[src/csep_pkg.sv]
`default_nettype none
package csep_pkg;

  localparam int DATA_W = 256;
  localparam int BYTES = 32;
  localparam int BUF_DEPTH = 2;
  localparam int CNT_W = 2;

  // Byte lane where a straddled second packet starts
  localparam int SPLIT_LANE = 16;

  // Interface width selection codes
  localparam logic [1:0] WIDTH_64 = 2'h0;
  localparam logic [1:0] WIDTH_128 = 2'h1;
  localparam logic [1:0] WIDTH_256 = 2'h2;

  // Active byte lanes per width, then the low and high halves of a split beat
  localparam logic [31:0] LANES_64 = 32'h0000_00FF;
  localparam logic [31:0] LANES_128 = 32'h0000_FFFF;
  localparam logic [31:0] LANES_256 = 32'hFFFF_FFFF;
  localparam logic [31:0] LANES_LOW_HALF = 32'h0000_FFFF;
  localparam logic [31:0] LANES_HIGH_HALF = 32'hFFFF_0000;

  // Second packet ends in dword 6 or 7 only
  localparam logic [1:0] SEC_OFS_HIGH = 2'h3;

  // Reset values
  localparam logic [CNT_W-1:0] CNT_RST = 2'h0;
  localparam logic PTR_RST = 1'h0;
  localparam logic ERR_RST = 1'h0;

  typedef enum logic [1:0] {
    ST_PASS = 2'b01,
    ST_SPLIT = 2'b10
  } csep_state_e;

  // Beat offered by the completion source inside the core
  typedef struct packed {
    logic [DATA_W-1:0] data;
    logic [BYTES-1:0] byte_en;
    logic first_start;
    logic second_start;
    logic [3:0] first_end;
    logic [3:0] second_end;
    logic has_payload;
    logic payload_err;
  } csep_src_beat_s;

  // Sideband, packed MSB first so bit positions follow the stream layout
  typedef struct packed {
    logic [BYTES-1:0] parity;
    logic discontinue;
    logic [3:0] second_end_flags;
    logic [3:0] first_end_flags;
    logic second_start_flag;
    logic first_start_flag;
    logic [BYTES-1:0] byte_en;
  } csep_sideband_s;

  localparam int SB_W = $bits(csep_sideband_s);

  typedef struct packed {
    logic [DATA_W-1:0] data;
    csep_sideband_s sb;
  } csep_out_beat_s;

endpackage : csep_pkg
`default_nettype wire

[src/csep_top.sv]
// Function
// - Second-end field is zero unless the bus is 256 bits with straddling enabled.
// - Second-end bit 0 marks a second packet end; bits 3:1 give last dword.
// - Second packet last-dword offset is reported only as 6 or 7.
// - Second end always comes with first end and second start in that beat.
// - Abort flag raised in final beat when payload fetch hit an uncorrectable error.
// - Abort flag never raised for a packet without payload.
// - Abort flag only in last payload beat, where first end bit is high.
// - No second packet starts in a beat carrying the abort flag.
// - In endpoint mode the payload error is also reported for error reporting.
// - Parity bit i is odd parity over data byte i.
// - Unused upper parity bits are zero on 128-bit and 64-bit buses.
// - Beat moves on valid and ready both high; held steady while ready low.
// - Second packet starts only at lane 16, after first ended in lanes 0-15; the core checks only that the first has ended in that beat.
// - First-end bit 0 marks first packet end; bits 3:1 give last dword when straddling, else zero.
`default_nettype none
module csep_top (
  input wire logic CORE_CLK_IN,
  input wire logic RST_IN,
  input wire logic [1:0] WIDTH_SEL_IN,
  input wire logic STRADDLE_EN_IN,
  input wire logic ENDPOINT_MODE_IN,
  input wire logic SRC_VALID_IN,
  output logic SRC_READY_OUT,
  input wire csep_pkg::csep_src_beat_s SRC_BEAT_IN,
  output logic COMPLETION_VALID_OUT,
  input wire logic COMPLETION_READY_IN,
  output logic [csep_pkg::DATA_W-1:0] COMPLETION_DATA_BUS_OUT,
  output csep_pkg::csep_sideband_s COMPLETION_SIDEBAND_OUT,
  output logic PAYLOAD_ERR_REPORT_OUT
);

  function automatic logic [31:0] lane_mask(input logic [1:0] width_sel);
    logic [31:0] m;
    m = csep_pkg::LANES_256;
    case (width_sel)
      csep_pkg::WIDTH_64: m = csep_pkg::LANES_64;
      csep_pkg::WIDTH_128: m = csep_pkg::LANES_128;
      default: m = csep_pkg::LANES_256;
    endcase
    return m;
  endfunction : lane_mask

  function automatic logic [31:0] odd_parity(input logic [csep_pkg::DATA_W-1:0] d);
    logic [31:0] p;
    p = 32'h0000_0000;
    for (int i = 0; i < csep_pkg::BYTES; i++) begin
      p[i] = ~^d[8*i +: 8];
    end
    return p;
  endfunction : odd_parity

  csep_pkg::csep_state_e state_r;
  csep_pkg::csep_state_e state_nxt;
  csep_pkg::csep_out_beat_s mem_r [csep_pkg::BUF_DEPTH];
  logic [csep_pkg::CNT_W-1:0] count_r;
  logic [csep_pkg::CNT_W-1:0] count_nxt;
  logic wr_ptr_r;
  logic rd_ptr_r;
  logic err_report_r;
  logic wr_ptr_nxt;
  logic rd_ptr_nxt;
  logic err_report_nxt;

  wire logic [31:0] width_mask;
  wire logic straddle_on;
  wire logic first_ends;
  wire logic disc;
  wire logic second_ok;
  wire logic second_ends;
  wire logic need_split;
  wire logic in_split;
  wire logic [3:0] second_end_fmt;
  wire logic [31:0] be_masked;
  wire logic [31:0] parity_masked;
  wire logic buf_space;
  wire logic buf_wr;
  wire logic buf_rd;
  wire logic buf_empty;
  wire logic buf_full;
  wire logic split_enter;
  wire logic split_leave;
  wire logic err_event;
  wire logic [3:0] first_end_fmt;
  wire logic pass_second_start;
  wire logic [3:0] pass_second_end;
  wire logic [31:0] pass_byte_en;
  wire logic [31:0] split_byte_en;
  wire csep_pkg::csep_out_beat_s head_beat;
  csep_pkg::csep_sideband_s sb_pass;
  csep_pkg::csep_sideband_s sb_split;
  csep_pkg::csep_out_beat_s beat_wr;

  assign width_mask = lane_mask(WIDTH_SEL_IN);
  assign straddle_on = (WIDTH_SEL_IN == csep_pkg::WIDTH_256) & STRADDLE_EN_IN;
  assign first_ends = SRC_BEAT_IN.first_end[0];
  // Abort only on the last beat of a packet that carries payload
  assign disc = SRC_BEAT_IN.payload_err & SRC_BEAT_IN.has_payload & first_ends;
  // Second start only at lane 16 once the first packet has ended
  assign second_ok = straddle_on & SRC_BEAT_IN.second_start & first_ends;
  assign second_ends = second_ok & SRC_BEAT_IN.second_end[0];
  // Lanes 24-31 sit in dword 6 or 7, so only the low offset bit survives
  assign second_end_fmt = second_ends ? {csep_pkg::SEC_OFS_HIGH, SRC_BEAT_IN.second_end[1], 1'b1} : 4'h0;
  // An aborted beat that also opens a second packet is issued as two beats
  assign need_split = disc & second_ok;
  assign in_split = (state_r == csep_pkg::ST_SPLIT);
  assign be_masked = SRC_BEAT_IN.byte_en & width_mask;
  assign parity_masked = odd_parity(SRC_BEAT_IN.data) & width_mask;
  // Without straddling the offset bits mean nothing, so only the end bit is kept
  assign first_end_fmt = straddle_on ? SRC_BEAT_IN.first_end : {3'h0, first_ends};
  // A split holds the second packet's lanes and flags back for the follow-up beat
  assign pass_second_start = need_split ? 1'b0 : second_ok;
  assign pass_second_end = need_split ? 4'h0 : second_end_fmt;
  assign pass_byte_en = need_split ? (be_masked & csep_pkg::LANES_LOW_HALF) : be_masked;
  assign split_byte_en = be_masked & csep_pkg::LANES_HIGH_HALF;

  // First (or only) beat
  always_comb begin
    sb_pass.parity = parity_masked;
    sb_pass.discontinue = disc;
    sb_pass.first_end_flags = first_end_fmt;
    sb_pass.first_start_flag = SRC_BEAT_IN.first_start;
    sb_pass.second_start_flag = pass_second_start;
    sb_pass.second_end_flags = pass_second_end;
    sb_pass.byte_en = pass_byte_en;
  end

  // Follow-up beat: the held-back second packet, still at lane 16
  always_comb begin
    sb_split.parity = parity_masked;
    sb_split.discontinue = 1'b0;
    sb_split.first_end_flags = second_end_fmt;
    sb_split.first_start_flag = 1'b1;
    sb_split.second_start_flag = 1'b0;
    sb_split.second_end_flags = 4'h0;
    sb_split.byte_en = split_byte_en;
  end

  always_comb begin
    beat_wr.data = SRC_BEAT_IN.data;
    beat_wr.sb = in_split ? sb_split : sb_pass;
  end

  // Honest full: the buffer only takes a beat while it has a free entry
  assign buf_empty = (count_r == csep_pkg::CNT_RST);
  assign buf_full = (count_r == csep_pkg::BUF_DEPTH[csep_pkg::CNT_W-1:0]);
  assign buf_space = ~buf_full;
  assign buf_wr = SRC_VALID_IN & buf_space;
  assign buf_rd = COMPLETION_VALID_OUT & COMPLETION_READY_IN;
  assign wr_ptr_nxt = buf_wr ? ~wr_ptr_r : wr_ptr_r;
  assign rd_ptr_nxt = buf_rd ? ~rd_ptr_r : rd_ptr_r;
  assign split_enter = buf_wr & need_split;
  assign split_leave = buf_wr;
  // Source is held during the first half of a split beat
  assign SRC_READY_OUT = buf_space & (in_split | ~need_split);

  always_comb begin
    state_nxt = state_r;
    case (state_r)
      csep_pkg::ST_PASS: begin
        if (split_enter) begin
          state_nxt = csep_pkg::ST_SPLIT;
        end
      end
      csep_pkg::ST_SPLIT: begin
        if (split_leave) begin
          state_nxt = csep_pkg::ST_PASS;
        end
      end
      default: state_nxt = csep_pkg::ST_PASS;
    endcase
  end

  always_comb begin
    count_nxt = count_r;
    case ({buf_wr, buf_rd})
      2'b10: count_nxt = count_r + 2'h1;
      2'b01: count_nxt = count_r - 2'h1;
      default: count_nxt = count_r;
    endcase
  end

  // One short process per register keeps every reset path easy to audit
  always_ff @(posedge CORE_CLK_IN or posedge RST_IN) begin
    if (RST_IN) begin
      state_r <= csep_pkg::ST_PASS;
    end else begin
      state_r <= state_nxt;
    end
  end

  always_ff @(posedge CORE_CLK_IN or posedge RST_IN) begin
    if (RST_IN) begin
      count_r <= csep_pkg::CNT_RST;
    end else begin
      count_r <= count_nxt;
    end
  end

  always_ff @(posedge CORE_CLK_IN or posedge RST_IN) begin
    if (RST_IN) begin
      wr_ptr_r <= csep_pkg::PTR_RST;
    end else begin
      wr_ptr_r <= wr_ptr_nxt;
    end
  end

  always_ff @(posedge CORE_CLK_IN or posedge RST_IN) begin
    if (RST_IN) begin
      rd_ptr_r <= csep_pkg::PTR_RST;
    end else begin
      rd_ptr_r <= rd_ptr_nxt;
    end
  end

  // Entries only change on write, so a stalled head stays steady
  always_ff @(posedge CORE_CLK_IN) begin
    if (buf_wr) begin
      mem_r[wr_ptr_r] <= beat_wr;
    end
  end

  // One-cycle error report as the aborted beat enters the buffer
  always_ff @(posedge CORE_CLK_IN or posedge RST_IN) begin
    if (RST_IN) begin
      err_report_r <= csep_pkg::ERR_RST;
    end else begin
      err_report_r <= err_report_nxt;
    end
  end

  assign err_event = buf_wr & beat_wr.sb.discontinue;
  assign err_report_nxt = err_event & ENDPOINT_MODE_IN;

  // Idle outputs read as zero so a stale entry is never mistaken for a beat
  assign head_beat = mem_r[rd_ptr_r];
  assign COMPLETION_VALID_OUT = ~buf_empty;
  assign COMPLETION_DATA_BUS_OUT = COMPLETION_VALID_OUT ? head_beat.data : '0;
  assign COMPLETION_SIDEBAND_OUT = COMPLETION_VALID_OUT ? head_beat.sb : '0;
  assign PAYLOAD_ERR_REPORT_OUT = err_report_r;

endmodule : csep_top
`default_nettype wire

[config.mk]
export PLATFORM = sky130hd
export DESIGN_NAME = csep_top
export DESIGN_NICKNAME = d
export VERILOG_FILES = /design/src/csep_pkg.sv /design/src/csep_top.sv
export SDC_FILE = /design/constraint.sdc
export NUM_CORES = 1
export LEC_CHECK = 0
export ABC_CLOCK_PERIOD_IN_PS = 15600
export BUFFER_PORTS_ARGS = -buffer_cell sky130_fd_sc_hd__buf_2
export CAP_MARGIN = 15
export CORE_ASPECT_RATIO = 0.5
export CORE_MARGIN = 2
export CORE_UTILIZATION = 49
export DETAILED_ROUTE_END_ITERATION = 8
export PLACE_DENSITY_LB_ADDON = 0.1
export SLEW_MARGIN = 20
export SYNTH_ARGS = -nofsm -noshare
export SYNTH_HDL_FRONTEND = slang
export SYNTH_SLANG_ARGS = --single-unit
[constraint.sdc]
create_clock -name CORE_CLK_IN -period 15.6 [get_ports CORE_CLK_IN]
set_input_delay 0.78 -clock CORE_CLK_IN [delete_from_list [all_inputs] [get_ports CORE_CLK_IN]]
set_output_delay 0.78 -clock CORE_CLK_IN [all_outputs]
set_load 0.05 [all_outputs]
==> out/results.tsv, run 1 <==
metric	value	unit
r2r setup slk	12120	ps
number of max-cap violations	0	
unrepaired setup endpoints after global routing	no	
final WL	62300	microns
Critical Path Source Type	flop	
via/cell ratio	4.93	
I/O pins	642	
Post-Syn Nets	2033	
Most used DFF post-synth	edfxtp_1	
largest net degree at the start of global routing	145	
register area share after synthesis	72.5	%
PortBufs	639	
Slew @ Worst Pin	1240	ps
Synth Instances	1724	
Residual DRC	0	
kind of critical path	flop to primary output	
clk buf depth	3	
fill cell count	4441	
hold buffer count at CTS	0	
Worst Setup SP	rd_ptr_r	
layout cells sized above 1	31.8	%
number of H-tree levels	2	
DR WL/cell	19.6	microns
CTS Root Cell	clkbuf_16	
Area contributors post-synth	edfxtp_1, mux2i_1, xnor2_1	
minimum clock period	4800	ps
total global-route track usage	20.5	%
Fmax	208	MHz
vias in the first global route	15773	
Setup crit end kind	primary output	
origin of the critical flop-to-flop path	count_r[0]	
remaining antenna violation count	0	
CP required	14820	ps
# rows	61	
Max FO, Critical Path	144	
asr flop ratio synth	1.05	%
Netlist cell types	32	
status	finished clean	
#FFs+latches synth	665	
Iteration-0 DRC Markers	846	
worst setup path end	COMPLETION_DATA_BUS_OUT[160]	
die area	58100	sq um
Synth Cell Area	27500	sq um
vias	15698	
Arrival @ worst endpoint	4020	ps
Die H	171	microns
total CTS buffers	59	
drt first pass iters	5	
setup_tns	0	ps
Final Hold Violating Endpoints	0	
core footprint	55500	sq um
Die X	339	microns
pins over their slew limit	0	
Worst R2R Path Depth	4	
Worst-Skew Late Latency	600	ps
initial antenna violation count	18	
Tcrit/Tclk final	30.8	%
R2R Path End	mem_r[1][235]	
first-pass GRT wire length	90200	microns
Final GP Congestion	0.776	
Avg Inst Size Synth	15.9	sq um
post_cts resized	0	
P&R area growth vs syn	21.6	%
Initial Util	49.5	%
Post-CTS Setup Repair Bufs	0	
Layout Nets	2670	
gr ovfl total	0	
Synth top area share	71.9	%
Final setup viols	0	
Warnings, synthesis	0	
CTS tree	done	
dpl hpwl	40600	microns
count leader, synth	edfxtp_1	
Worst slew margin	17.1	%
Post-synth EDFFs	658	
HP Class	input port to async pin	
post-synth top area cell	edfxtp_1	
clk_skew	11.2	ps
synth cell count leaders	edfxtp_1, nor2_1, mux2i_1	
CTS clock-pin slew for the worst setup and hold paths	70	ps
CTS sink cnt	665	
-- worst min path at each step --
stage                     from                endpoint  cells past startpoint
detailed placement    wr_ptr_r                wr_ptr_r                      1
finish                  RST_IN  PAYLOAD_ERR_REPORT_OUT                      2
global placement      wr_ptr_r                wr_ptr_r                      1
global route            RST_IN              count_r[1]                      2
floorplan           count_r[1]              count_r[1]                      1
CTS                     RST_IN  PAYLOAD_ERR_REPORT_OUT                      2
-- logic make-up (layout without fill, tap and decap cells) --
| kind of cell | Yosys count | after routing | share of synthesized area (%) |
|---|---|---|---|
| multiplexers | 329 | 329 | 12.0 |
| flip-flops | 665 | 665 | 72.5 |
| other | 0 | 18 | 0 |
| buffers and inverters | 82 | 767 | 1.52 |
| AO/OA/AOI/OAI | 8 | 8 | 0.255 |
| XOR/XNOR | 229 | 229 | 7.30 |
| adder cells (fa/ha/maj) | 1 | 1 | 0.0455 |
| AND/OR/NAND/NOR | 410 | 410 | 6.36 |
-- layout make-up --
type	instances	area (sq um)	area share, %
Tap cell	756	946	2.83
Multi-Input combinational cell	977	7150	21.4
Sequential cell	665	19900	59.7
Timing Repair Buffer	655	3350	10.0
Inverter	3	11.3	0.0337
Clock inverter	25	322	0.962
Clock buffer	84	1650	4.95
Antenna cell	18	45.0	0.135
-- placed cells by master, fill, tap and decap left out, types with 2 or more instances in the layout --
master,n
a21o_1,3
and2_1,33
and2_2,19
and3_4,3
buf_12,2
buf_2,639
buf_4,13
bufinv_16,8
clkbuf_1,19
clkbuf_16,61
clkbuf_8,4
clkinv_1,8
clkinv_2,7
dfrtp_1,5
diode_2,18
edfxtp_1,658
inv_1,3
mux2i_1,329
nand2b_1,3
nor2_1,340
nor2_2,2
nor2_4,2
xnor2_1,219
xor2_1,10
-- through the flow --
stage	area (sq um)	cells	util [%]	setup slack [ps]	hold slack (ps)
2_1_floorplan	27500	1724	-	5530	464
6_report	33400	3183	60.2	10800	104
4_1_cts	33400	3165	60.1	10800	64.5
3_5_place_dp	31400	3056	56.6	11470	552
3_3_place_gp	31400	3056	56.6	11470	536
5_1_grt	33400	3182	60.2	10630	85.5
-- sequential cells by signal (all words and copies together) (netlist names) --
signal and count:
PAYLOAD_ERR_REPORT_OUT 1, count_r 2, mem_r 658, rd_ptr_r 1
state_r 2, wr_ptr_r 1
-- metal layers --
metal	global-route usage, %	wire (microns)	vias to the layer above
met5	0	0	-
met4	9.51	2540	0
met3	3.69	2420	130
met2	38.6	34500	325
met1	22.7	22900	7738
li1	-	-	7505
-- critical path: stages, from the launching register on --
cell and delay [ps]:
dfrtp_4 760, buf_12 690, buf_4 950, mux2i_1 190, nor2_1 140, buf_2 280
Power of run 1 is not shown: default switching activity piles up to over one toggle a cycle in this logic, so the estimate is an artifact.
==> inputs of run 2 (changes only) <==
- ABC_CLOCK_PERIOD_IN_PS: 15600 -> 4500
- CORE_UTILIZATION: 49 -> 50
- clock period: 15.6 -> 4.5 ns (I/O delays scaled with it)
==> run 2 against run 1 <==
  * Register-to-register slack worse by 10000 ps
  * Die area is 2.0% lower
  * Non-clock buffer count is 308 higher
  * Highest routed layer unchanged
==> out/results.tsv, run 2 (synthesized netlist as in run 1, its figures left out) <==
metric	value	unit	change
Final GP Congestion	0.801		+3.2%
Tcrit/Tclk final	66.9	%	
DP Cell Count	3024		-1.0%
gr ovfl total	0		unchanged
crit path buf inv count	2		-1
final core occ	67.4	%	+7.2 points
pins over their slew limit	0		unchanged
hold buffer count at CTS	297		+297
unrepaired setup endpoints after global routing	no		
# rows	60		-1.6%
CTS sink cnt	665		unchanged
most common cell after layout, fill and taps aside	edfxtp_1		
largest net degree at the start of global routing	93		-36%
CTS Root Cell	clkbuf_16		
r2r setup slk	2020	ps	-10100 ps
Post-CTS Setup Repair Bufs	0		unchanged
Worst slew margin	40.1	%	+23 points
Reg power frac	32.0	%	
Combinational Power Share	50.4	%	
post_cts resized	0		unchanged
vias	16909		+7.7%
HP Class	input port to flop		
clock share of power	17.6	%	
CTS tree	done		
first-pass GRT wire length	96300	microns	+6.8%
Final setup viols	0		unchanged
Largest Register	mem_r		
biggest regs	mem_r (658), count_r (2), state_r (2)		
Switching Share	47.6	%	
Slew @ Worst Pin	898	ps	-346 ps
kind of critical path	flop to primary output		
Power, Total	28.0	mW	
Cell Pwr Density	768	nW/um^2	
Peak VDD IR	0.711	mV	
CP required	4280	ps	-10540 ps
number of max-cap violations	0		unchanged
remaining antenna violation count	0		unchanged
Setup crit end kind	primary output		
Die X	336	microns	-0.99%
clk buf depth	3		unchanged
die area	57000	sq um	-2.0%
setup_tns	0	ps	unchanged
Net Sw Power	13.3	mW	
Worst-Skew Late Latency	610	ps	about the same
Arrival @ worst endpoint	2790	ps	-1230 ps
I/O pins	642		unchanged
via/cell ratio	4.92		-0.19%
initial antenna violation count	6		-12
max FFs per register	658		unchanged
minimum clock period	3010	ps	
Final Hold Violating Endpoints	0		unchanged
highest-count cells in the layout ignoring fill and taps	edfxtp_1, buf_2, nor2_1		
Pint	14.7	mW	
Residual DRC	0		unchanged
Iteration-0 DRC Markers	808		-4.5%
Post-Layout Cell Count	3435		+7.9%
status	finished clean		
final WL	64600	microns	+3.7%
fill cell count	4019		-9.5%
cell family with most CP delay	flip-flops		
total CTS buffers	59		unchanged
number of H-tree levels	2		unchanged
drt first pass iters	6		+1
Fmax	332	MHz	
origin of the critical flop-to-flop path	count_r[0]		
leakage	14.7	nW	
Critical Path Source Type	flop		
Initial Util	50.8	%	+1.3 points
Critical Path, Cell by Cell	buf_4, mux2i_1, nor2_1, buf_2		
CP max stage delay	1000	ps	+50 ps
CTS clock-pin slew for the worst setup and hold paths	60	ps	about the same
clk_skew	18.6	ps	+7.43 ps
P&R area growth vs syn	32.6	%	
Worst Setup SP	rd_ptr_r		
Max FO, Critical Path	45		-69%
vias in the first global route	17555		+11%
Layout Nets	2978		+12%
core footprint	54100	sq um	-2.6%
DR WL/cell	18.8	microns	-3.9%
PortBufs	639		unchanged
dpl hpwl	41200	microns	+1.6%
HP Start	SRC_BEAT_IN[2]		
critical path's slowest cell	dfrtp_4		
Die H	170	microns	-0.98%
layout cells sized above 1	28.5	%	-3.3 points
Register Area	19900	sq um	unchanged
multi-input logic area	7160	sq um	+0.14%
total global-route track usage	22.1	%	+1.6 points
run 2: final timing paths:
| path | end | cells past startpoint |
|---|---|---|
| min in group asynchronous | rd_ptr_r | 3 |
| max | COMPLETION_DATA_BUS_OUT[211] | 4 |
| max reg2reg | mem_r[0][15] | 5 |
| min | mem_r[0][41] | 2 |
| max in group asynchronous | state_r[0] | 3 |
| min reg2reg | wr_ptr_r | 1 |
run 2: cell type report:
cell class,count,area share [%]
repair buffers,963,18.0
diodes,7,0.0481
clock inverters,31,0.859
well taps,713,2.45
multi-input cells,977,19.7
inverters,3,0.0309
clock buffers,76,4.23
flip-flops and latches,665,54.7
run 2: power groups by stage:
stage          Sequential (mW)  Clock [mW]  Combinational [mW]
2_1_floorplan             9.15           0                10.6
3_3_place_gp              9.02           0                14.0
3_5_place_dp              9.08           0                14.0
4_1_cts                   8.95        5.06                14.3
5_1_grt                   9.07        5.31                14.8
6_report                  8.95        4.94                14.1
run 2: metrics by stage:
stage	setup WS [ps]	instance area [sq um]	hold WS (ps)
finish	1490	36400	52.1
global route	1380	36400	33.0
CTS	1450	36400	15.5
detailed placement	2000	31600	171
global placement	2000	31600	163
floorplan	-1500	27500	27.7
run 2: worst register-to-register path, cell delays in order, from the launching register on:
cell and delay [ps]:
dfrtp_1 450, nand2b_4 180, and2_4 160, inv_2 60, nor2_4 560, buf_4 660
run 2: routing by layer:
| layer | global-route usage (%) | share of wire, % | vias up |
|---|---|---|---|
| met5 | 0 | 0 | - |
| met4 | 10.7 | 4.7 | 0 |
| met3 | 4.19 | 3.9 | 158 |
| met2 | 41.3 | 54 | 360 |
| met1 | 24.2 | 37 | 8277 |
| li1 | - | - | 8114 |
Note: power is estimated with default switching activity, not from simulation.
==> inputs of run 3 (changes only) <==
- ABC_CLOCK_PERIOD_IN_PS: 4500 -> 2850
- clock period: 4.5 -> 2.85 ns (I/O delays scaled with it)
==> run 3 against run 2 <==
  * Die area did not move
  * Power rose by 58%
  * Wire length rose by 2.3%
  * Design area rose by 0.30%
  * Clock power rose by 52%
  * Global-route usage rose by 0.57 points
  * Critical path depth did not move
  * Worst hold slack got worse by 24 ps
  * Critical path type unchanged
==> out/results.tsv, run 3 (synthesized netlist as in run 1, its figures left out) <==
metric	value	unit	change
multi-input logic area	7160	sq um	unchanged
Iteration-0 DRC Markers	1003		+24%
layout cells sized above 1	28.8	%	+0.31 points
GRT met1 Usage	25.1	%	+0.90 points
largest net degree at the start of global routing	133		+43%
Layout Nets	2997		+0.64%
GRT Max-Usage Layer	met2		
post_cts resized	0		unchanged
die area	57000	sq um	unchanged
number of H-tree levels	2		unchanged
vias	17126		+1.3%
number of max-cap violations	0		unchanged
Placement Setup Slack	821	ps	-1180 ps
biggest regs	mem_r (658), count_r (2), state_r (2)		
Arrival @ worst endpoint	2440	ps	-350 ps
minimum clock period	2580	ps	
I/O pins	642		unchanged
CTS sink cnt	665		unchanged
PnR worst setup slack	270	ps	-1220 ps
Fmax	388	MHz	
clk buf depth	3		unchanged
CTS tree	done		
Final GP Congestion	0.782		-2.3%
DR WL/cell	19.2	microns	+1.9%
r2r setup slk	740	ps	-1280 ps
highest-count cells in the layout ignoring fill and taps	edfxtp_1, buf_2, nor2_1		
Cell Pwr Density	1210	nW/um^2	+57%
leakage	14.8	nW	+0.59%
CP required	2710	ps	-1570 ps
Worst-Skew Late Latency	620	ps	about the same
CTS clock-pin slew for the worst setup and hold paths	60	ps	about the same
max FFs per register	658		unchanged
kind of critical path	flop to primary output		
Post-CTS Setup Repair Bufs	0		unchanged
pins over their slew limit	0		unchanged
core footprint	54100	sq um	unchanged
Power, Total	44.2	mW	+58%
P&R area growth vs syn	33.0	%	
drt first pass iters	6		unchanged
met2 Use GR	42.7	%	+1.3 points
Largest Register	mem_r		
vias in the first global route	17841		+1.6%
# rows	60		unchanged
remaining antenna violation count	0		unchanged
Setup crit end kind	primary output		
via/cell ratio	4.97		+0.90%
Worst slew margin	52.8	%	+13 points
origin of the critical flop-to-flop path	state_r[0]		
R2R Path End	mem_r[1][35]		
initial antenna violation count	3		-3
HP Class	input port to async pin		
met3 Use GR	3.93	%	-0.26 points
Tcrit/Tclk final	90.5	%	
Slew @ Worst Pin	709	ps	-189 ps
most common cell after layout, fill and taps aside	edfxtp_1		
Critical Path Source Type	flop		
status	finished clean		
CTS Root Cell	clkbuf_16		
clk_skew	20.2	ps	+1.57 ps
fill cell count	3935		-2.1%
total global-route track usage	22.7	%	+0.57 points
Die X	336	microns	unchanged
first-pass GRT wire length	98600	microns	+2.4%
Worst R2R Path Depth	4		-1
total CTS buffers	58		-1.7%
hold buffer count at CTS	303		+2.0%
Peak VDD IR	0.982	mV	+38%
Register Area	19900	sq um	unchanged
Final setup viols	0		unchanged
Worst Setup SP	rd_ptr_r		
unrepaired setup endpoints after global routing	no		
Initial Util	50.8	%	unchanged
Die H	170	microns	unchanged
Max FO, Critical Path	24		-47%
Final Hold Violating Endpoints	0		unchanged
final WL	66100	microns	+2.3%
gr ovfl total	0		unchanged
PortBufs	639		unchanged
Residual DRC	0		unchanged
dpl hpwl	42000	microns	+2.0%
## run 3: cell types whose count changed in the layout (fill, tap and decap cells not counted)
| cell | before | now |
|---|---|---|
| clkinv_8 | 1 | 0 |
| clkbuf_1 | 17 | 12 |
| clkbuf_16 | 59 | 61 |
| buf_4 | 12 | 22 |
| clkinv_1 | 14 | 16 |
| diode_2 | 7 | 4 |
| clkinv_2 | 6 | 11 |
| buf_12 | 15 | 19 |
| bufinv_16 | 6 | 2 |
| inv_6 | 3 | 0 |
| dlygate4sd3_1 | 297 | 303 |
## run 3: report_power, final
part	internal [mW]	switching (mW)	leakage [nW]
registers	13.5	0.583	6.22
logic	5.48	17.1	7.68
clock network	4.05	3.46	0.862
## run 3: cell type report
cell class	instances	share of cell area [%]
well taps	713	2.44
repair buffers	983	18.5
diodes	4	0.0274
flip-flops and latches	665	54.6
multi-input cells	977	19.6
clock inverters	30	0.500
inverters	3	0.0308
clock buffers	73	4.30
## run 3: how the worst max path moves through the flow
stage | end | slack, ps | depth (start not counted)
floorplan | mem_r[0][0] | -3150 | 4
global placement | COMPLETION_SIDEBAND_OUT[49] | 850 | 4
detailed placement | mem_r[0][165] | 820 | 6
CTS | COMPLETION_SIDEBAND_OUT[49] | 190 | 4
global route | COMPLETION_DATA_BUS_OUT[90] | 120 | 5
finish | COMPLETION_DATA_BUS_OUT[37] | 270 | 4
## run 3: through the flow
stage | std cells | utilization, % | area (sq um) | hold WS [ps] | setup TNS (ps)
after floorplan | 1724 | - | 27500 | -54.8 | -1736330
after global placement | 3038 | 58.7 | 31700 | 86.1 | 0
after detailed placement | 3038 | 58.7 | 31700 | 92.0 | 0
after CTS | 3444 | 67.6 | 36500 | 26.1 | 0
after global routing | 3447 | 67.6 | 36500 | 18.1 | 0
final | 3448 | 67.6 | 36500 | 27.9 | 0
## run 3: routing by layer
layer	routed length, microns	share of wire, %
met1	24400	37
met2	36100	55
met3	2770	4.2
met5	0	0
met4	2830	4.3
## run 3: worst max-delay path, stage by stage (launching register included)
cell and delay [ps]:
dfrtp_4 720, buf_4 490, mux2i_1 130, nor2_1 170
buf_2 300
